## config.mk

```make
export PLATFORM = sky130hd
export DESIGN_NAME = pfc_flash_host
export DESIGN_NICKNAME = d
export VERILOG_FILES = /design/src/rtl/pfc_pkg.sv /design/src/rtl/pfc_bus_cycle.sv /design/src/rtl/pfc_rst_pulse.sv /design/src/rtl/pfc_flash_host.sv
export SDC_FILE = /design/constraint.sdc
export NUM_CORES = 1
export LEC_CHECK = 0
export CAP_MARGIN = 20
export CORE_MARGIN = 4
export CORE_UTILIZATION = 31
export DETAILED_ROUTE_END_ITERATION = 10
export DONT_BUFFER_PORTS = 1
export GPL_TIMING_DRIVEN = 0
export PLACE_DENSITY = 0.48
export SLEW_MARGIN = 20
export SYNTH_ARGS = -nofsm -noshare
export SYNTH_HDL_FRONTEND = slang
export SYNTH_SLANG_ARGS = --single-unit
export TNS_END_PERCENT = 5
```

## constraint.sdc

```tcl
create_clock -name clk_sys -period 5.4 [get_ports clk_sys]
set_input_delay 0.27 -clock clk_sys [delete_from_list [all_inputs] [get_ports clk_sys]]
set_output_delay 0.27 -clock clk_sys [all_outputs]
set_load 0.05 [all_outputs]
```

## src/rtl/pfc_pkg.sv

```systemverilog
package pfc_pkg;
  // clock and pin timing
  localparam int CLK_NS   = 10;
  localparam int T_WP_NS  = 35;
  localparam int T_WPH_NS = 30;
  localparam int T_ACC_NS = 100;
  localparam int T_RP_NS  = 500;
  localparam int T_RH_NS  = 50;
  localparam int WP_CYC   = (T_WP_NS + CLK_NS - 1) / CLK_NS;
  localparam int WPH_CYC  = (T_WPH_NS + CLK_NS - 1) / CLK_NS;
  localparam int ACC_CYC  = (T_ACC_NS + CLK_NS - 1) / CLK_NS;
  localparam int RP_CYC   = (T_RP_NS + CLK_NS - 1) / CLK_NS;
  localparam int RH_CYC   = (T_RH_NS + CLK_NS - 1) / CLK_NS;
  localparam int CW       = 8;

  // flash bus; address bit 0 is the sub-word select of narrow mode
  localparam int AW       = 26;
  localparam int DW       = 64;
  localparam int SECT_LSB = 17;
  localparam int DQ_TOG   = 6;

  // command cycles
  localparam logic [7:0]    CMD_UNLK1  = 8'hAA;
  localparam logic [7:0]    CMD_UNLK2  = 8'h55;
  localparam logic [7:0]    CMD_PROG   = 8'hA0;
  localparam logic [7:0]    CMD_ERASE  = 8'h80;
  localparam logic [7:0]    CMD_SECT   = 8'h30;
  localparam logic [7:0]    CMD_BYPASS = 8'h20;
  localparam logic [7:0]    CMD_BYPX1  = 8'h90;
  localparam logic [7:0]    CMD_BYPX2  = 8'h00;
  localparam logic [7:0]    CMD_SUSP   = 8'hB0;
  localparam logic [7:0]    CMD_RES    = 8'h30;
  localparam logic [AW-1:0] ADR_UNLK1  = 26'h0000AAA;
  localparam logic [AW-1:0] ADR_UNLK2  = 26'h0000554;

  // register map
  localparam logic [7:0] OFS_CTRL  = 8'h00;
  localparam logic [7:0] OFS_ADDR  = 8'h04;
  localparam logic [7:0] OFS_WDLO  = 8'h08;
  localparam logic [7:0] OFS_WDHI  = 8'h0C;
  localparam logic [7:0] OFS_RDLO  = 8'h10;
  localparam logic [7:0] OFS_RDHI  = 8'h14;
  localparam logic [7:0] OFS_STAT  = 8'h18;
  localparam logic [7:0] OFS_CFG   = 8'h1C;
  localparam int CTRL_START = 0;
  localparam int CTRL_OPLSB = 1;
  localparam int CTRL_HWRST = 4;
  localparam int CFG_WP     = 0;
  localparam int CFG_WIDE   = 1;
  localparam logic [1:0] CFG_RST = 2'h3;
  localparam int ST_BUSY = 0;
  localparam int ST_DONE = 1;
  localparam int ST_ERR  = 2;
  localparam int ST_BYP  = 3;
  localparam int ST_SUSP = 4;
  localparam int ST_RDY  = 5;

  typedef enum logic [2:0] {
    OP_READ, OP_PROG, OP_ERASE, OP_BYP_ENTER,
    OP_BYP_PROG, OP_BYP_EXIT, OP_SUSPEND, OP_RESUME
  } pfc_op_t;
endpackage

```

## src/rtl/pfc_bus_cycle.sv

```systemverilog
module pfc_bus_cycle (
  // clock and reset
  input  wire logic                 clk_sys,
  input  wire logic                 rst_n,
  // request
  input  wire logic                 req,
  input  wire logic                 wr,
  input  wire logic [pfc_pkg::AW-1:0] addr,
  input  wire logic [pfc_pkg::DW-1:0] wdata,
  output logic                      ack,
  output logic [pfc_pkg::DW-1:0]    rdata,
  // flash pins
  output logic                      cs_n,
  output logic                      we_n,
  output logic                      oe_n,
  output logic [pfc_pkg::AW-1:0]    f_addr,
  output logic [pfc_pkg::DW-1:0]    dq_o,
  output logic                      dq_oe,
  input  wire logic [pfc_pkg::DW-1:0] dq_i
);
  import pfc_pkg::*;
  typedef enum logic [1:0] {B_IDLE, B_SET, B_STROBE, B_HOLD} pfc_bst_t;
  pfc_bst_t       st_r;
  logic [CW-1:0]  cnt_r;
  logic           wr_r;

  always_ff @(posedge clk_sys or negedge rst_n) begin
    if (!rst_n) begin
      st_r   <= B_IDLE;
      cnt_r  <= '0;
      wr_r   <= 1'b0;
      ack    <= 1'b0;
      cs_n   <= 1'b1;
      we_n   <= 1'b1;
      oe_n   <= 1'b1;
      f_addr <= '0;
      dq_o   <= '0;
      dq_oe  <= 1'b0;
      rdata  <= '0;
    end else begin
      ack <= 1'b0;
      case (st_r)
        B_IDLE: if (req) begin
          // address and data settle one cycle before the strobe
          f_addr <= addr;
          dq_o   <= wdata;
          dq_oe  <= wr;
          wr_r   <= wr;
          cs_n   <= 1'b0;
          st_r   <= B_SET;
        end
        B_SET: begin
          we_n  <= ~wr_r;
          oe_n  <= wr_r;
          cnt_r <= wr_r ? CW'(WP_CYC - 1) : CW'(ACC_CYC - 1);
          st_r  <= B_STROBE;
        end
        B_STROBE: if (cnt_r == '0) begin
          // rising write strobe latches address and data in the device
          we_n  <= 1'b1;
          oe_n  <= 1'b1;
          if (!wr_r) rdata <= dq_i;
          cnt_r <= CW'(WPH_CYC - 1);
          st_r  <= B_HOLD;
        end else begin
          cnt_r <= cnt_r - 1'b1;
        end
        B_HOLD: if (cnt_r == '0) begin
          cs_n  <= 1'b1;
          dq_oe <= 1'b0;
          ack   <= 1'b1;
          st_r  <= B_IDLE;
        end else begin
          cnt_r <= cnt_r - 1'b1;
        end
        default: st_r <= B_IDLE;
      endcase
    end
  end
endmodule

```

## src/rtl/pfc_rst_pulse.sv

```systemverilog
module pfc_rst_pulse (
  // clock and reset
  input  wire logic clk_sys,
  input  wire logic rst_n,
  // control
  input  wire logic go,
  output logic      done,
  // pin
  output logic      reset_pin_n
);
  import pfc_pkg::*;
  logic [CW-1:0] cnt_r;
  logic          rec_r;

  always_ff @(posedge clk_sys or negedge rst_n) begin
    if (!rst_n) begin
      cnt_r       <= '0;
      rec_r       <= 1'b0;
      done        <= 1'b0;
      reset_pin_n <= 1'b1;
    end else begin
      done <= 1'b0;
      if (go) begin
        reset_pin_n <= 1'b0;
        rec_r       <= 1'b0;
        cnt_r       <= CW'(RP_CYC - 1);
      end else if (cnt_r != '0) begin
        cnt_r <= cnt_r - 1'b1;
      end else if (!reset_pin_n) begin
        // recovery time before the first access after release
        reset_pin_n <= 1'b1;
        rec_r       <= 1'b1;
        cnt_r       <= CW'(RH_CYC - 1);
      end else if (rec_r) begin
        rec_r <= 1'b0;
        done  <= 1'b1;
      end
    end
  end
endmodule

```

## src/rtl/pfc_flash_host.sv

```systemverilog
// Notes on behaviour
// - outside bypass mode, program and erase start only by a full command write sequence
// - bypass mode programs in two writes, otherwise four writes
// - erase suspend allows reads and programs of other sectors; resume finishes
// - program suspend allows reads of other sectors only; resume finishes
//
// Local design decisions: the APB interface to the registers and the register offsets.
module pfc_flash_host (
  // clock and reset
  input  wire logic                   clk_sys,
  input  wire logic                   rst_n,
  // apb slave
  input  wire logic [7:0]             paddr,
  input  wire logic                   psel,
  input  wire logic                   penable,
  input  wire logic                   pwrite,
  input  wire logic [31:0]            pwdata,
  output logic [31:0]                 prdata,
  output logic                        pready,
  output logic                        pslverr,
  // flash pins
  output logic                        flash_cs_n,
  output logic                        flash_we_n,
  output logic                        flash_oe_n,
  output logic [pfc_pkg::AW-1:0]      flash_addr,
  output logic [pfc_pkg::DW-1:0]      flash_dq_o,
  output logic                        flash_dq_oe,
  input  wire logic [pfc_pkg::DW-1:0] flash_dq_i,
  output logic                        flash_reset_n,
  output logic                        flash_wp_n,
  output logic                        flash_byte_n,
  input  wire logic                   ready_busy_n
);
  import pfc_pkg::*;
  typedef enum logic [2:0] {
    S_IDLE, S_ISSUE, S_WAIT, S_POLL, S_PWAIT, S_RESET
  } pfc_st_t;

  pfc_st_t          st_r;
  pfc_op_t          op_r, cmd_op_r, req_op;
  logic [AW-1:0]    reg_addr_r, op_addr_r;
  logic [DW-1:0]    wdata_r, rdata_r;
  logic [2:0]       idx_r;
  logic             pend_r, hw_go_r, done_r, err_r, byp_r, susp_r;
  logic             susp_erase_r, tog_r, first_r;
  logic [AW-1-SECT_LSB:0] susp_sect_r;
  logic [1:0]       cfg_r;
  logic             wr_acc, rd_acc, hit;
  logic             take, legal, susp_take;
  logic             b_ack, b_req, b_wr, rst_done;
  logic [DW-1:0]    b_rdata;
  logic             s_last;
  logic [AW-1:0]    s_addr;
  logic [DW-1:0]    s_data;
  logic             needs_poll, stat_ok;

  assign wr_acc = psel & penable & pready & pwrite;
  assign rd_acc = psel & penable & ~pready & ~pwrite;
  assign hit = (paddr == OFS_CTRL) || (paddr == OFS_ADDR) ||
               (paddr == OFS_WDLO) || (paddr == OFS_WDHI) ||
               (paddr == OFS_RDLO) || (paddr == OFS_RDHI) ||
               (paddr == OFS_STAT) || (paddr == OFS_CFG);
  assign req_op = pfc_op_t'(pwdata[CTRL_OPLSB +: 3]);

  // apb answer: one wait state, then pready for a single cycle
  always_ff @(posedge clk_sys or negedge rst_n) begin
    if (!rst_n) begin
      pready  <= 1'b0;
      pslverr <= 1'b0;
      prdata  <= '0;
    end else begin
      pready  <= psel & penable & ~pready;
      pslverr <= psel & penable & ~pready & ~hit;
      prdata  <= '0;
      if (rd_acc) begin
        if (paddr == OFS_ADDR) prdata <= 32'(reg_addr_r);
        else if (paddr == OFS_WDLO) prdata <= wdata_r[31:0];
        else if (paddr == OFS_WDHI) prdata <= wdata_r[63:32];
        else if (paddr == OFS_RDLO) prdata <= rdata_r[31:0];
        else if (paddr == OFS_RDHI) prdata <= rdata_r[63:32];
        else if (paddr == OFS_CFG) prdata <= 32'(cfg_r);
        else if (paddr == OFS_STAT) begin
          prdata[ST_BUSY] <= (st_r != S_IDLE);
          prdata[ST_DONE] <= done_r;
          prdata[ST_ERR]  <= err_r;
          prdata[ST_BYP]  <= byp_r;
          prdata[ST_SUSP] <= susp_r;
          prdata[ST_RDY]  <= ready_busy_n;
        end
      end
    end
  end

  // software registers; width and write-protect levels go straight out
  always_ff @(posedge clk_sys or negedge rst_n) begin
    if (!rst_n) begin
      reg_addr_r <= '0;
      wdata_r    <= '0;
      cfg_r      <= CFG_RST;
    end else if (wr_acc) begin
      if (paddr == OFS_ADDR) reg_addr_r <= pwdata[AW-1:0];
      else if (paddr == OFS_WDLO) wdata_r[31:0] <= pwdata;
      else if (paddr == OFS_WDHI) wdata_r[63:32] <= pwdata;
      else if (paddr == OFS_CFG) cfg_r <= pwdata[1:0];
    end
  end
  assign flash_wp_n   = cfg_r[CFG_WP];
  assign flash_byte_n = cfg_r[CFG_WIDE];

  // start request stays pending until the sequencer takes it or a hardware reset drops it
  always_ff @(posedge clk_sys or negedge rst_n) begin
    if (!rst_n) begin
      pend_r   <= 1'b0;
      hw_go_r  <= 1'b0;
      cmd_op_r <= OP_READ;
    end else begin
      hw_go_r <= wr_acc && (paddr == OFS_CTRL) && pwdata[CTRL_HWRST];
      if (wr_acc && (paddr == OFS_CTRL) && pwdata[CTRL_START] &&
          !pwdata[CTRL_HWRST]) begin
        pend_r   <= 1'b1;
        cmd_op_r <= req_op;
      end else if (take || hw_go_r) begin
        pend_r <= 1'b0;
      end
    end
  end

  // which orders the device will accept in its present mode
  always_comb begin
    legal = 1'b0;
    case (cmd_op_r)
      OP_READ:      legal = !susp_r ||
                      (reg_addr_r[AW-1:SECT_LSB] != susp_sect_r);
      OP_PROG:      legal = !byp_r && (!susp_r || (susp_erase_r &&
                      reg_addr_r[AW-1:SECT_LSB] != susp_sect_r));
      OP_ERASE:     legal = !byp_r && !susp_r;
      OP_BYP_ENTER: legal = !byp_r && !susp_r;
      OP_BYP_PROG:  legal = byp_r && !susp_r;
      OP_BYP_EXIT:  legal = byp_r && !susp_r;
      OP_SUSPEND:   legal = (st_r == S_POLL) && !susp_r &&
                      (op_r == OP_PROG || op_r == OP_ERASE);
      OP_RESUME:    legal = susp_r;
      default:      legal = 1'b0;
    endcase
  end
  assign susp_take = pend_r && (st_r == S_POLL) && (cmd_op_r == OP_SUSPEND);
  assign take = pend_r && !hw_go_r && ((st_r == S_IDLE) || susp_take);
  assign needs_poll = (op_r != OP_READ) && (op_r != OP_BYP_ENTER) &&
                      (op_r != OP_BYP_EXIT);

  // command sequences, one bus write per step
  always_comb begin
    s_last = 1'b1;
    s_addr = op_addr_r;
    s_data = {{(DW-8){1'b0}}, CMD_SUSP};
    case (op_r)
      OP_PROG, OP_ERASE, OP_BYP_ENTER: begin
        s_last = 1'b0;
        case (idx_r)
          3'h0: begin s_addr = ADR_UNLK1; s_data[7:0] = CMD_UNLK1; end
          3'h1: begin s_addr = ADR_UNLK2; s_data[7:0] = CMD_UNLK2; end
          3'h2: begin
            s_addr = ADR_UNLK1;
            s_data[7:0] = (op_r == OP_PROG) ? CMD_PROG :
                          (op_r == OP_ERASE) ? CMD_ERASE : CMD_BYPASS;
            s_last = (op_r == OP_BYP_ENTER);
          end
          3'h3: begin
            if (op_r == OP_PROG) begin
              s_data = wdata_r;
              s_last = 1'b1;
            end else begin
              s_addr = ADR_UNLK1;
              s_data[7:0] = CMD_UNLK1;
            end
          end
          3'h4: begin s_addr = ADR_UNLK2; s_data[7:0] = CMD_UNLK2; end
          default: begin s_data[7:0] = CMD_SECT; s_last = 1'b1; end
        endcase
      end
      OP_BYP_PROG: begin
        s_last = (idx_r != 3'h0);
        if (idx_r == 3'h0) s_data[7:0] = CMD_PROG;
        else s_data = wdata_r;
      end
      OP_BYP_EXIT: begin
        s_last = (idx_r != 3'h0);
        s_data[7:0] = (idx_r == 3'h0) ? CMD_BYPX1 : CMD_BYPX2;
      end
      OP_RESUME: s_data[7:0] = CMD_RES;
      default: s_data[7:0] = CMD_SUSP;
    endcase
  end

  assign b_req = (st_r == S_ISSUE) || ((st_r == S_POLL) && !susp_take);
  assign b_wr  = (st_r == S_ISSUE) && (op_r != OP_READ);
  assign stat_ok = !first_r && (b_rdata[DQ_TOG] == tog_r) && ready_busy_n;

  // main sequencer
  always_ff @(posedge clk_sys or negedge rst_n) begin
    if (!rst_n) begin
      st_r      <= S_IDLE;
      op_r      <= OP_READ;
      op_addr_r <= '0;
      idx_r     <= '0;
      tog_r     <= 1'b0;
      first_r   <= 1'b1;
      rdata_r   <= '0;
    end else if (hw_go_r) begin
      st_r <= S_RESET;
    end else begin
      case (st_r)
        S_IDLE, S_POLL: if (take && legal) begin
          op_r  <= cmd_op_r;
          idx_r <= '0;
          st_r  <= S_ISSUE;
          if (cmd_op_r == OP_RESUME)
            op_addr_r <= {susp_sect_r, {SECT_LSB{1'b0}}};
          else if (cmd_op_r != OP_SUSPEND)
            op_addr_r <= reg_addr_r;
        end else if (st_r == S_POLL && !take) begin
          // no suspend taken: a status read went out, so wait for its answer
          st_r <= S_PWAIT;
        end
        S_ISSUE: st_r <= S_WAIT;
        S_WAIT: if (b_ack) begin
          if (op_r == OP_READ) begin
            rdata_r <= b_rdata;
            st_r    <= S_IDLE;
          end else if (!s_last) begin
            idx_r <= idx_r + 1'b1;
            st_r  <= S_ISSUE;
          end else begin
            first_r <= 1'b1;
            st_r    <= needs_poll ? S_POLL : S_IDLE;
          end
        end
        S_PWAIT: if (b_ack) begin
          // toggle bit steady and pin ready: operation over
          tog_r   <= b_rdata[DQ_TOG];
          first_r <= 1'b0;
          st_r    <= stat_ok ? S_IDLE : S_POLL;
        end
        S_RESET: if (rst_done) st_r <= S_IDLE;
        default: st_r <= S_IDLE;
      endcase
    end
  end

  // mode and result flags; hardware set wins over software clear
  always_ff @(posedge clk_sys or negedge rst_n) begin
    if (!rst_n) begin
      done_r       <= 1'b0;
      err_r        <= 1'b0;
      byp_r        <= 1'b0;
      susp_r       <= 1'b0;
      susp_erase_r <= 1'b0;
      susp_sect_r  <= '0;
    end else begin
      if ((st_r == S_PWAIT && b_ack && stat_ok) ||
          (st_r == S_WAIT && b_ack && s_last && !needs_poll) ||
          (st_r == S_RESET && rst_done))
        done_r <= 1'b1;
      else if (wr_acc && paddr == OFS_STAT && pwdata[ST_DONE])
        done_r <= 1'b0;
      if (take && !legal)
        err_r <= 1'b1;
      else if (wr_acc && paddr == OFS_STAT && pwdata[ST_ERR])
        err_r <= 1'b0;
      if (hw_go_r) begin
        byp_r  <= 1'b0;
        susp_r <= 1'b0;
      end else if (take && legal) begin
        if (cmd_op_r == OP_BYP_ENTER) byp_r <= 1'b1;
        if (cmd_op_r == OP_BYP_EXIT) byp_r <= 1'b0;
        if (cmd_op_r == OP_RESUME) susp_r <= 1'b0;
        if (cmd_op_r == OP_SUSPEND) begin
          susp_r       <= 1'b1;
          susp_erase_r <= (op_r == OP_ERASE);
          susp_sect_r  <= op_addr_r[AW-1:SECT_LSB];
        end
      end
    end
  end

  pfc_bus_cycle u_bus (
    .clk_sys (clk_sys),
    .rst_n   (rst_n),
    .req     (b_req),
    .wr      (b_wr),
    .addr    ((st_r == S_ISSUE) ? s_addr : op_addr_r),
    .wdata   (s_data),
    .ack     (b_ack),
    .rdata   (b_rdata),
    .cs_n    (flash_cs_n),
    .we_n    (flash_we_n),
    .oe_n    (flash_oe_n),
    .f_addr  (flash_addr),
    .dq_o    (flash_dq_o),
    .dq_oe   (flash_dq_oe),
    .dq_i    (flash_dq_i)
  );

  pfc_rst_pulse u_rst (
    .clk_sys     (clk_sys),
    .rst_n       (rst_n),
    .go          (hw_go_r),
    .done        (rst_done),
    .reset_pin_n (flash_reset_n)
  );

  // helper: bus writes issued in the current operation
  logic [2:0] wcnt_r;
  always_ff @(posedge clk_sys or negedge rst_n) begin
    if (!rst_n) wcnt_r <= '0;
    else if (take) wcnt_r <= '0;
    else if (b_ack && st_r == S_WAIT && op_r != OP_READ)
      wcnt_r <= wcnt_r + 1'b1;
  end
endmodule

```

Word level (Yosys, flattened, before mapping)
Cells that the tools add are included.

Flip-flop bits (word level): 427. Bits in latches: 0. RAM bits: 0. ROM bits: 0. Bits of input ports: 110. Output and inout port bits: 131. Memories: 0.

$add $sub $neg: 3. Multiply operators: 0. Divide/modulo/power cells: 0. Order comparisons: 0. Equal/unequal tests: 53. Shifts and indexed selects: 0. Muxes and demuxes: 94. Bitwise logic cells: 14. Reduce and logical (&&, ||, !) cells: 107.

Operator list (number): 2-to-1 mux 32 bit (6); 2-to-1 mux 56 bit (3); 2-to-1 mux 26 bit (5); one-hot mux 56 bit (2 select lines) (1); 2-to-1 mux 8 bit (10); one-hot mux 26 bit (3 select lines) (1); one-hot mux 8 bit (4 select lines) (2); 2-to-1 mux 1 bit (34); equality test 8 x 5 -> 1 bit (second input constant) (4); logical AND 1 bit (32); equality test 3 bit (second input constant) (10); 2-to-1 mux 3 bit (10); equality test 3 x 2 -> 1 bit (second input constant) (8); one-hot mux 8 bit (3 select lines) (1); AND reduction 3 bit (7); nonzero test 2 bit (9); nonzero test 3 bit (6); equality test 8 x 4 -> 1 bit (second input constant) (2); logical NOT 8 bit (2); AND reduction 4 bit (4); subtractor 8 x 1 -> 8 bit (second input constant) (2); logical OR 1 bit (15); one-hot mux 3 bit (5 select lines) (1); 2-to-1 mux 2 bit (7); other kinds (30) (89).

Depth between registers and ports, before layout
Gate-level depths: netlist of the first run.

Word-level depth: 11. Depth in mapped cells: 10. Depth with buffers taken out: 8.

Hierarchy
A second synthesis of the first run with hierarchy kept.

Cells, all modules: 1408. Area total of the unflattened synthesis: 18839.3 sq um.

Modules (own cells, without submodules): pfc_flash_host (times used 1, cells each 925, area an instance 11337.1 sq um); pfc_bus_cycle (times used 1, cells each 428, area an instance 6954.2 sq um); pfc_rst_pulse (times used 1, cells each 55, area an instance 548.0 sq um).

Worst setup path after synthesis of the first run
OpenSTA, ideal clock, no wires.

Kind: reg2reg. From: reg cmd_op_r[1]. To: reg susp_erase_r. Library setup time: 0.125 ns. Arrival time: 2.195 ns. Data required time: 5.275 ns. Setup slack: 3.081 ns. Stages on the path, launching flop included: 10. Clock period less this slack: 2.319 ns. Path through: dfrtp_1 buf_2 inv_1 ha_1 nor2b_1 a31oi_1 o211ai_1 o221ai_1 nor2_4 mux2_2.

Word-level cells in the longest chain between the ends: 6. Elaborated cells on any way between the ends: 16.

RTL lines: from (decl) (RTL line pfc_flash_host.sv:40) `pfc_op_t op_r, cmd_op_r, req_op;`; from (signal assigned) (RTL line pfc_flash_host.sv:121) `cmd_op_r <= req_op;`; parallel branches: the longest is 5 deep, another holds one-hot mux 1 bit (6 select lines); AND reduction 3 bit (no source line) *; to (signal assigned) (RTL line pfc_flash_host.sv:279) `susp_erase_r <= (op_r == OP_ERASE);`; to (decl) (RTL line pfc_flash_host.sv:45) `logic susp_erase_r, tog_r, first_r;`.

Mark *: on every way between the ends. A chain may end at the register's enable or synchronous reset.

Final worst setup path of the first run
From: reg pready. To: reg cmd_op_r[2].

Word-level cells in the longest chain between the ends: 5.

RTL lines: from (decl) (RTL line pfc_flash_host.sv:19) `output logic pready,`; from (signal assigned) (RTL line pfc_flash_host.sv:72) `pready <= psel & penable & ~pready;`; AND 1 bit (2 in a row) (RTL line pfc_flash_host.sv:57) `assign wr_acc = psel & penable & pready & pwrite;`; logical AND 1 bit (3 in a row) (RTL line pfc_flash_host.sv:118) `if (wr_acc && (paddr == OFS_CTRL) && pwdata[CTRL_START] &&`.

No other way between the ends.

==> qor.yml, run 1 <==
setup_path:
  regToRegSetupSlack_ps: 1730
  reg2regPathDepth: 8
  worstReg2RegEnd: "cmd_op_r[2]$_DFFE_PN0P_"
  crit_required_ps: 5940
  worstSetupEndpointType: "flop"
  critical_path.max_fanout: 8
  critPathLaunchType: "flop"
  startpoint: "pready$_DFF_PN0_"
  crit_end: "cmd_op_r[2]$_DFFE_PN0P_"
  worstPathArrival_ps: 4210
  r2r-start: "pready$_DFF_PN0_"
  worstSetupPathType: "reg -> reg"
timing:
  max_freq_mhz: 272
  finalSetupViolCount: 0
  drv_slew: 0
  fin_hold_ws_ps: -568
  finClkSkew_ps: 23.3
  fin_tns_setup_ps: 0
  finalCriticalPeriod_ps: 3670
  fin_crit_sh_pct: 68.0
  tightestPinTransition_ps: 1390
  hold_viol: 422
  rsz0062_at_grt: "false"
  slew_headroom_pct: 7.46
placement:
  portBuffers: 0
  place_hpwl_mm: 41.6
  dpl.cell_count: 2259
  detailed_place.area_um2: 19000
  gp_congestion: 0.831
power_and_ir_drop:
  total_power_uw: 8980
  ir_drop_mv: 0.267
  leakagePower_uw: 0.0100
  p_per_area_nw_per_um2: 412
logic_synthesis:
  synth-simple-area-share_pct: 10.3
  syn_nets: 1618
  synth-compound-area-share_pct: 10.3
  synth_top_family_by_area: "multiplexers"
  synth_xor_area_share_pct: 1.07
  ys_seq_area_share_pct: 59.1
  yosysWarnings: 0
  synth-edff-count: 0
  syn_inst: 1493
  async_reset_ff_share_pct: 100
  synth_fa_ha_area_share_pct: 1.04
  ys.flop_type: "dfrtp_1"
  muxShareOfSynthArea_pct: 15.7
  netlist_area_um2: 18100
  synth_cell_type_count: 69
  syn_avg_cell_area_um2: 12.1
  ys_ff_latch: 427
floorplanning:
  coreArea_um2: 57700
  die_x_um: 250
  ios: 241
  die_h_um: 250
  rows: 88
  start_util_pct: 31.3
  die_area_um2: 62300
clock_network:
  holdBufCountCts: 104
  cts_buffers: 48
  clock_sinks: 427
  cts_buffer_depth: 3
  htreeDepth: 2
  clk_latency_ps: 600
  cts_tree: "built"
  clockRootBuffer: "clkbuf_16"
  cts_resized: 0
  path_clk_slew_ps: 60
  cts_setup_buffers: 0
outcome:
  violations: "negative hold slack"
  status: "finished, violations left"
drt:
  drt_iter0_markers: 1114
  wl_per_cell_um: 23.1
  vias_per_cell: 5.11
  wirelength_mm: 56.6
  firstDrtPassIters: 9
  ant_nets: 0
  dr_total_vias: 12500
  drc: 0
layout:
  syn_to_final_growth_pct: 20.6
  multi_input_area_um2: 6940
  seq_area_um2: 10700
  fillCellCount: 5641
  layout.nets: 1773
  layout_commonest_cell: "dfrtp_1"
  final_area_um2: 21800
  final_cell_mix: "420 x dfrtp_1, 243 x mux2_2, 195 x nand2_1, 104 x dlygate4sd3_1"
  fin_cells: 2451
  drive_gt1_share_pct: 21.6
global_routing:
  grt_usage_pct: 17.7
  grt-ovfl-total: 0
  grt_pass1_vias: 12800
  grt_max_degree: 428
  grt_pass1_wl_mm: 84.7
  grt_antenna_before_repair: 7
run:
  max_cap_violations: 0
hold_path:
  holdCritPathClass: "in -> async"
==> metal layers <==
metal | share of wire [%] | GRT usage, % | wire length, um
met5 | 0.060 | 0 | 34
met4 | 2.3 | 4.13 | 1290
met3 | 8.3 | 6.20 | 4720
met2 | 46 | 28.0 | 25800
met1 | 44 | 23.6 | 24700
==> metrics by stage <==
step | worst slack, ps | hold slack [ps] | utilization [%]
after floorplan | 3080 | -25.6 | -
after global placement | 2040 | -9.97 | 33.0
after detailed placement | 2000 | -4.14 | 33.0
after CTS | 1780 | -645 | 37.8
after global routing | 1520 | -611 | 37.8
final | 1730 | -568 | 37.8
==> worst min path at each step <==
| stage | from | endpoint | slack [ps] |
|---|---|---|---|
| floorplan | rst_n | byp_r$_DFFE_PN0P_ | -30 |
| global placement | rst_n | pslverr$_DFF_PN0_ | -10 |
| detailed placement | rst_n | pready$_DFF_PN0_ | -4 |
| CTS | rst_n | u_rst.cnt_r[7]$_DFFE_PN0P_ | -640 |
| global route | rst_n | u_bus.rdata[5]$_DFFE_PN0P_ | -610 |
| finish | rst_n | u_bus.rdata[4]$_DFFE_PN0P_ | -570 |
==> kinds of logic after synthesis <==
kind of cell	count (synthesis)
AO/OA/AOI/OAI	257
XOR/XNOR	22
adder cells (fa/ha/maj)	15
buffers and inverters	109
flip-flops	427
multiplexers	252
AND/OR/NAND/NOR	411
==> synthesized netlist by cell type (3+ instances only) <==
master,count,area (um2)
a222oi_1,22,220
o22ai_1,3,18.8
clkbuf_1,62,233
a211o_1,3,26.3
buf_1,6,22.5
or2_2,5,31.3
and2_1,7,43.8
dfrtp_1,420,10500
a211oi_1,3,22.5
a21oi_1,66,330
nor2_1,66,248
mux2_2,243,2740
nand3b_1,4,30.0
a22oi_1,25,188
a22o_1,40,350
xnor2_1,6,52.6
nor4_1,5,31.3
or3_1,3,18.8
nor3_1,17,85.1
mux2_1,3,33.8
buf_4,6,45.0
nand3_1,71,355
nand2b_1,11,68.8
o221ai_1,3,26.3
a31oi_1,11,68.8
dfstp_2,7,184
buf_2,15,75.1
ha_1,15,188
inv_1,19,71.3
mux2i_1,4,40.0
o21ai_0,34,170
a41oi_1,3,26.3
a32o_1,19,190
nor2b_1,7,43.8
and3_1,5,31.3
xor2_1,16,140
nand2_1,195,732
nand4_1,3,18.8
==> flip-flops by register name, summed over array words and instances (netlist names), 2 cells and up <==
| name | cells |
|---|---|
| rdata_r | 64 |
| op_addr_r | 26 |
| u_rst.cnt_r | 8 |
| u_bus.st_r | 2 |
| cfg_r | 2 |
| u_bus.f_addr | 26 |
| prdata | 32 |
| st_r | 3 |
| op_r | 3 |
| idx_r | 3 |
| u_bus.dq_o | 64 |
| cmd_op_r | 3 |
| u_bus.cnt_r | 8 |
| u_bus.rdata | 64 |
| reg_addr_r | 26 |
| susp_sect_r | 9 |
| wdata_r | 64 |
==> report_power, final <==
| group | leakage [uW] | internal, uW | total [uW] | switching, uW |
|---|---|---|---|---|
| registers | 0.00569 | 3720 | 4240 | 528 |
| clock network | 0.000820 | 2150 | 3520 | 1360 |
| logic | 0.00352 | 621 | 1220 | 596 |
| total | 0.0100 | 6490 | 8980 | 2480 |
==> worst max-delay path: stages, from the launching register on <==
cell and delay [ps]:
dfrtp_1 690, nand2_1 100, nor2_1 630, nand3_1 150, nor3b_1 740, nand2_1 100, dlygate4sd3_1 580, o21ai_0 70
dlygate4sd3_1 560
==> final cells by class <==
| type | count | share of cell area (%) |
|---|---|---|
| inverter | 19 | 0.327 |
| tap | 765 | 4.39 |
| clock inverter | 15 | 1.33 |
| antenna | 4 | 0.0459 |
| buffer | 90 | 1.77 |
| clock buffer | 69 | 6.47 |
| multi-input combinational | 957 | 31.8 |
| timing repair buffer | 105 | 4.80 |
| sequential | 427 | 49.0 |
Note: power is estimated with default switching activity, not from simulation.
==> run 2, diff against run 1 <==
--- a/config.mk
+++ b/config.mk
@@ -11,7 +11,7 @@
 export DETAILED_ROUTE_END_ITERATION = 10
 export DONT_BUFFER_PORTS = 1
 export GPL_TIMING_DRIVEN = 0
-export PLACE_DENSITY = 0.48
+export PLACE_DENSITY = 0.49
 export SLEW_MARGIN = 20
 export SYNTH_ARGS = -nofsm -noshare
 export SYNTH_HDL_FRONTEND = slang
==> constraint.sdc (replaced) <==
create_clock -name clk_sys -period 3.3 [get_ports clk_sys]
set_input_delay 0.165 -clock clk_sys [delete_from_list [all_inputs] [get_ports clk_sys]]
set_output_delay 0.165 -clock clk_sys [all_outputs]
set_load 0.05 [all_outputs]
==> qor.yml, run 2 (synthesis gave the netlist of run 1 again) <==
setup_path:
  worstSetupEndpointType: "flop"
  critical_path.max_stage_delay_ps: 960
  r2r-start: "reg_addr_r[21]$_DFFE_PN0P_"
  worstReg2RegEnd: "byp_r$_DFFE_PN0P_"
  reg2regPathDepth: 7
  worstSetupPathType: "reg -> reg"
  critical_path.max_fanout: 10
  worstPathArrival_ps: 3620
  regToRegSetupSlack_ps: 200
  cpLargestDelayFamily: "compound AO/OA/AOI/OAI gates"
  crit_slowest_cell: "nor4_1"
  critical_path.cell_chain: "xor2_1 > nor4_1 > a31oi_2 > o221ai_1 > buf_2 > o21ai_0 > a31oi_1"
  crit_required_ps: 3820
  critPathLaunchType: "flop"
  path_buf_inv: 1
global_routing:
  grt-ovfl-total: 0
  grt_pass1_vias: 12700
  grt_antenna_before_repair: 6
  grt_max_degree: 428
  grt_pass1_wl_mm: 84.2
  grt_usage_pct: 17.6
power_and_ir_drop:
  power_switching_share_pct: 28.9
  seqPwrFrac_pct: 49.0
  leakagePower_uw: 0.0100
  pwr-share-comb_pct: 14.0
  ir_drop_mv: 0.523
  clockPowerShare_pct: 37.0
  p_per_area_nw_per_um2: 653
  p_int_uw: 10100
  p_switching_uw: 4100
timing:
  hold_viol: 426
  finClkSkew_ps: 39.9
  tightestPinTransition_ps: 1550
  slew_headroom_pct: -3.29
  rsz0062_at_grt: "false"
  finalSetupViolCount: 0
  max_freq_mhz: 322
  fin_hold_ws_ps: -669
  fin_crit_sh_pct: 94.0
  finalCriticalPeriod_ps: 3100
  drv_slew: 85
drt:
  vias_per_cell: 5.09
  wl_per_cell_um: 23.0
  firstDrtPassIters: 6
  wirelength_mm: 56.4
  dr_total_vias: 12500
  ant_nets: 0
  drc: 0
  drt_iter0_markers: 919
clock_network:
  htreeDepth: 2
  cts_buffers: 48
  clk_latency_ps: 600
  cts_buffer_depth: 3
  cts_tree: "built"
  cts_setup_buffers: 0
  clock_sinks: 427
  holdBufCountCts: 109
  clockRootBuffer: "clkbuf_16"
  path_clk_slew_ps: 60
floorplanning:
  die_h_um: 250
  rows: 88
  die_x_um: 250
  ios: 241
  start_util_pct: 31.3
  die_area_um2: 62300
  coreArea_um2: 57700
layout:
  final_area_um2: 21700
  layout.nets: 1776
  drive_gt1_share_pct: 21.8
  seq_area_um2: 10700
  fillCellCount: 5622
  final_cell_mix: "420 x dfrtp_1, 243 x mux2_2, 194 x nand2_1, 109 x dlygate4sd3_1, 71 x nand3_1"
  fin_cells: 2457
  layout_commonest_cell: "dfrtp_1"
  multi_input_area_um2: 6950
  syn_to_final_growth_pct: 20.0
run:
  max_cap_violations: 0
hold_path:
  holdCritPathClass: "in -> async"
placement:
  portBuffers: 0
  detailed_place.area_um2: 19000
  dpl.cell_count: 2258
  place_hpwl_mm: 41.4
  gp_congestion: 0.840
outcome:
  violations: "negative hold slack, max-slew violations"
  status: "finished, violations left"
[run 2: changes by cell type in the layout (fill, tap and decap cells not counted), sizes merged]
cell         previous run  this run
buf                    29        28
bufinv                  7         1
clkbuf                131       127
clkinv                  2        15
clkinvlp                4         2
diode                   4         5
dlygate4sd3           104       109
[run 2: per-stage QoR]
step	TNS (ps)	setup WS (ps)	util (%)	hold WS (ps)	total power, uW
final	0	198	37.6	-669	14200
after global routing	0	59.1	37.6	-702	14900
after CTS	0	23.3	37.6	-766	14400
after detailed placement	-859	-113	33.0	-113	8920
after global placement	-728	-91.3	33.0	-110	8840
after floorplan	0	981	-	-131	8340
[run 2: layout make-up]
type                            count  area share [%]
Antenna cell                        5          0.0576
Timing Repair Buffer              109            5.03
Sequential cell                   427            49.3
Clock inverter                     20           0.870
Multi-Input combinational cell    957            32.0
Tap cell                          765            4.41
Inverter                           19           0.329
Clock buffer                       66            6.26
Buffer                             89            1.77
[run 2: how the worst max path moves through the flow]
stage / startpoint / to / slack (ps) / depth (start not counted)
after floorplan: cmd_op_r[1]$_DFFE_PN0P_ / susp_erase_r$_DFFE_PN0P_ / 980 / 9
after global placement: idx_r[2]$_DFFE_PN0P_ / u_bus.dq_o[29]$_DFFE_PN0P_ / -90 / 9
after detailed placement: idx_r[2]$_DFFE_PN0P_ / u_bus.dq_o[29]$_DFFE_PN0P_ / -110 / 9
after CTS: cmd_op_r[2]$_DFFE_PN0P_ / u_bus.dq_o[4]$_DFFE_PN0P_ / 20 / 8
after global routing: idx_r[2]$_DFFE_PN0P_ / u_bus.dq_o[29]$_DFFE_PN0P_ / 60 / 9
final: reg_addr_r[21]$_DFFE_PN0P_ / byp_r$_DFFE_PN0P_ / 200 / 7
[run 2: power by group through the flow]
stage,clock [uW],sequential (uW),combinational [uW]
final,5240,6950,1990
after global routing,5610,7060,2230
after CTS,5400,6960,2010
after detailed placement,0,7050,1870
after global placement,0,7020,1810
after floorplan,0,6810,1530
[run 2: worst reg2reg max path, cell delays in order (launching register included)]
cell,delay [ps]
dfrtp_1,450
xor2_1,190
nor4_1,960
a31oi_2,290
o221ai_1,540
buf_2,330
o21ai_0,100
a31oi_1,180
[run 2: repair_timing]
item	4_1_cts	5_1_grt
endpoints found under the hold margin	593	427
resized for setup	1	4
endpoints found under the setup margin	10	36
[run 2: layer usage]
layer  wire length, um  part of all wire [%]  GRT usage (%)
met1             24600                    44           23.4
met3              5030                   8.9           6.40
met5                13                 0.023              0
met2             25700                    45           27.8
met4              1120                   2.0           3.89
==> run 3, diff against run 2 <==
--- a/config.mk
+++ b/config.mk
@@ -11,6 +11,7 @@
 export DETAILED_ROUTE_END_ITERATION = 10
 export DONT_BUFFER_PORTS = 1
 export GPL_TIMING_DRIVEN = 0
+export HOLD_SLACK_MARGIN = 0.06
 export PLACE_DENSITY = 0.49
 export SLEW_MARGIN = 20
 export SYNTH_ARGS = -nofsm -noshare
==> qor.yml, run 3 (synthesis gave the netlist of run 1 again) <==
global_routing:
  grt_usage_pct: 17.7
  grt-ovfl-total: 0
  grt_max_degree: 428
  grt_pass1_wl_mm: 84.5
  grt_antenna_before_repair: 7
  grt_pass1_vias: 12800
floorplanning:
  start_util_pct: 31.3
  die_area_um2: 62300
  ios: 241
  rows: 88
  die_h_um: 250
  die_x_um: 250
  coreArea_um2: 57700
drt:
  drc: 0
  wirelength_mm: 56.6
  vias_per_cell: 5.11
  dr_total_vias: 12600
  firstDrtPassIters: 6
  wl_per_cell_um: 23.0
  ant_nets: 0
  drt_iter0_markers: 890
run:
  max_cap_violations: 0
timing:
  rsz0062_at_grt: "false"
  fin_crit_sh_pct: 93.4
  tightestPinTransition_ps: 1740
  fin_hold_ws_ps: -674
  finalSetupViolCount: 0
  timing.final.ws_setup_ps: 216
  hold_viol: 423
  drv_slew: 175
  finClkSkew_ps: 40.6
  slew_headroom_pct: -15.8
  fin_tns_setup_ps: 0
  max_freq_mhz: 324
  finalCriticalPeriod_ps: 3080
power_and_ir_drop:
  leakagePower_uw: 0.0100
  total_power_uw: 14200
  ir_drop_mv: 0.522
  p_per_area_nw_per_um2: 652
layout:
  layout_commonest_cell: "dfrtp_1"
  layout.nets: 1780
  drive_gt1_share_pct: 21.8
  syn_to_final_growth_pct: 20.3
  final_cell_mix: "420 x dfrtp_1, 243 x mux2_2, 194 x nand2_1, 113 x dlygate4sd3_1, 71 x nand3_1"
setup_path:
  worstSetupEndpointType: "flop"
  critical_path.max_fanout: 10
  worstPathArrival_ps: 3600
  critPathLaunchType: "flop"
  worstSetupPathType: "reg -> reg"
  crit_required_ps: 3820
outcome:
  violations: "negative hold slack, max-slew violations"
  status: "finished, violations left"
placement:
  pre_cts_ws_ps: -113
  portBuffers: 0
  place_hpwl_mm: 41.4
  gp_congestion: 0.840
clock_network:
  cts_tree: "built"
  htreeDepth: 2
  cts_buffers: 48
  clockRootBuffer: "clkbuf_16"
  clk_latency_ps: 600
  holdBufCountCts: 113
  cts_setup_buffers: 0
  clock_sinks: 427
  cts_buffer_depth: 3
  path_clk_slew_ps: 60
hold_path:
  holdCritPathClass: "in -> async"
[run 3: what timing repair did]
action / in CTS / in global routing
endpoints found under the setup margin: 10 / 37
hold endpoints to repair: 594 / 427
cloned: 0 / 0
pin swaps: 0 / 0
gates resized for setup: 1 / 4
[run 3: path summary, 6_finish.rpt]
check	from	slack, ps	end	cells after the start
max in group asynchronous	rst_n	2650	u_bus.rdata[53]$_DFFE_PN0P_	0
max reg2reg	reg_addr_r[21]$_DFFE_PN0P_	220	byp_r$_DFFE_PN0P_	7
min	rst_n	-670	prdata[11]$_DFF_PN0_	0
max	reg_addr_r[21]$_DFFE_PN0P_	220	byp_r$_DFFE_PN0P_	7
min reg2reg	u_bus.rdata[12]$_DFFE_PN0P_	490	rdata_r[12]$_DFFE_PN0P_	1
min in group clk_sys	paddr[3]	110	err_r$_DFFE_PN0P_	4
[run 3: final cells by class]
cell class / count / area, um2
diodes: 6 / 15.0
plain buffers: 89 / 384
clock buffers: 66 / 1360
clock inverters: 20 / 189
fillers: 5623 / 35900
inverters: 19 / 71.3
multi-input cells: 957 / 6950
flip-flops and latches: 427 / 10700
well taps: 765 / 957
repair buffers: 113 / 1130
[run 3: worst max-delay path: stages (launching register included)]
cell,delay (ps)
dfrtp_1,450
xor2_1,190
nor4_1,940
a31oi_2,280
o221ai_1,550
buf_2,330
o21ai_0,100
a31oi_1,180
[run 3: per-stage QoR]
stage | instance area, um2 | cells | utilization (%)
6_report | 21700 | 2462 | 37.7
5_1_grt | 21700 | 2460 | 37.7
4_1_cts | 21700 | 2457 | 37.6
3_5_place_dp | 19000 | 2258 | 33.0
3_3_place_gp | 19000 | 2258 | 33.0
2_1_floorplan | 18100 | 1493 | -
[run 3: metal layers]
| metal | up-vias | GRT usage [%] | routed length (um) |
|---|---|---|---|
| li1 | 5717 | - | - |
| met1 | 6369 | 23.4 | 24400 |
| met2 | 409 | 27.9 | 25800 |
| met3 | 72 | 6.41 | 5180 |
| met4 | 2 | 4.19 | 1210 |
| met5 | - | 0 | 13 |
[run 3: report_power, final]
part	switching (uW)	leakage, uW	internal (uW)
Sequential	871	0.00569	6080
Clock	2260	0.000765	2980
Combinational	970	0.00356	1020
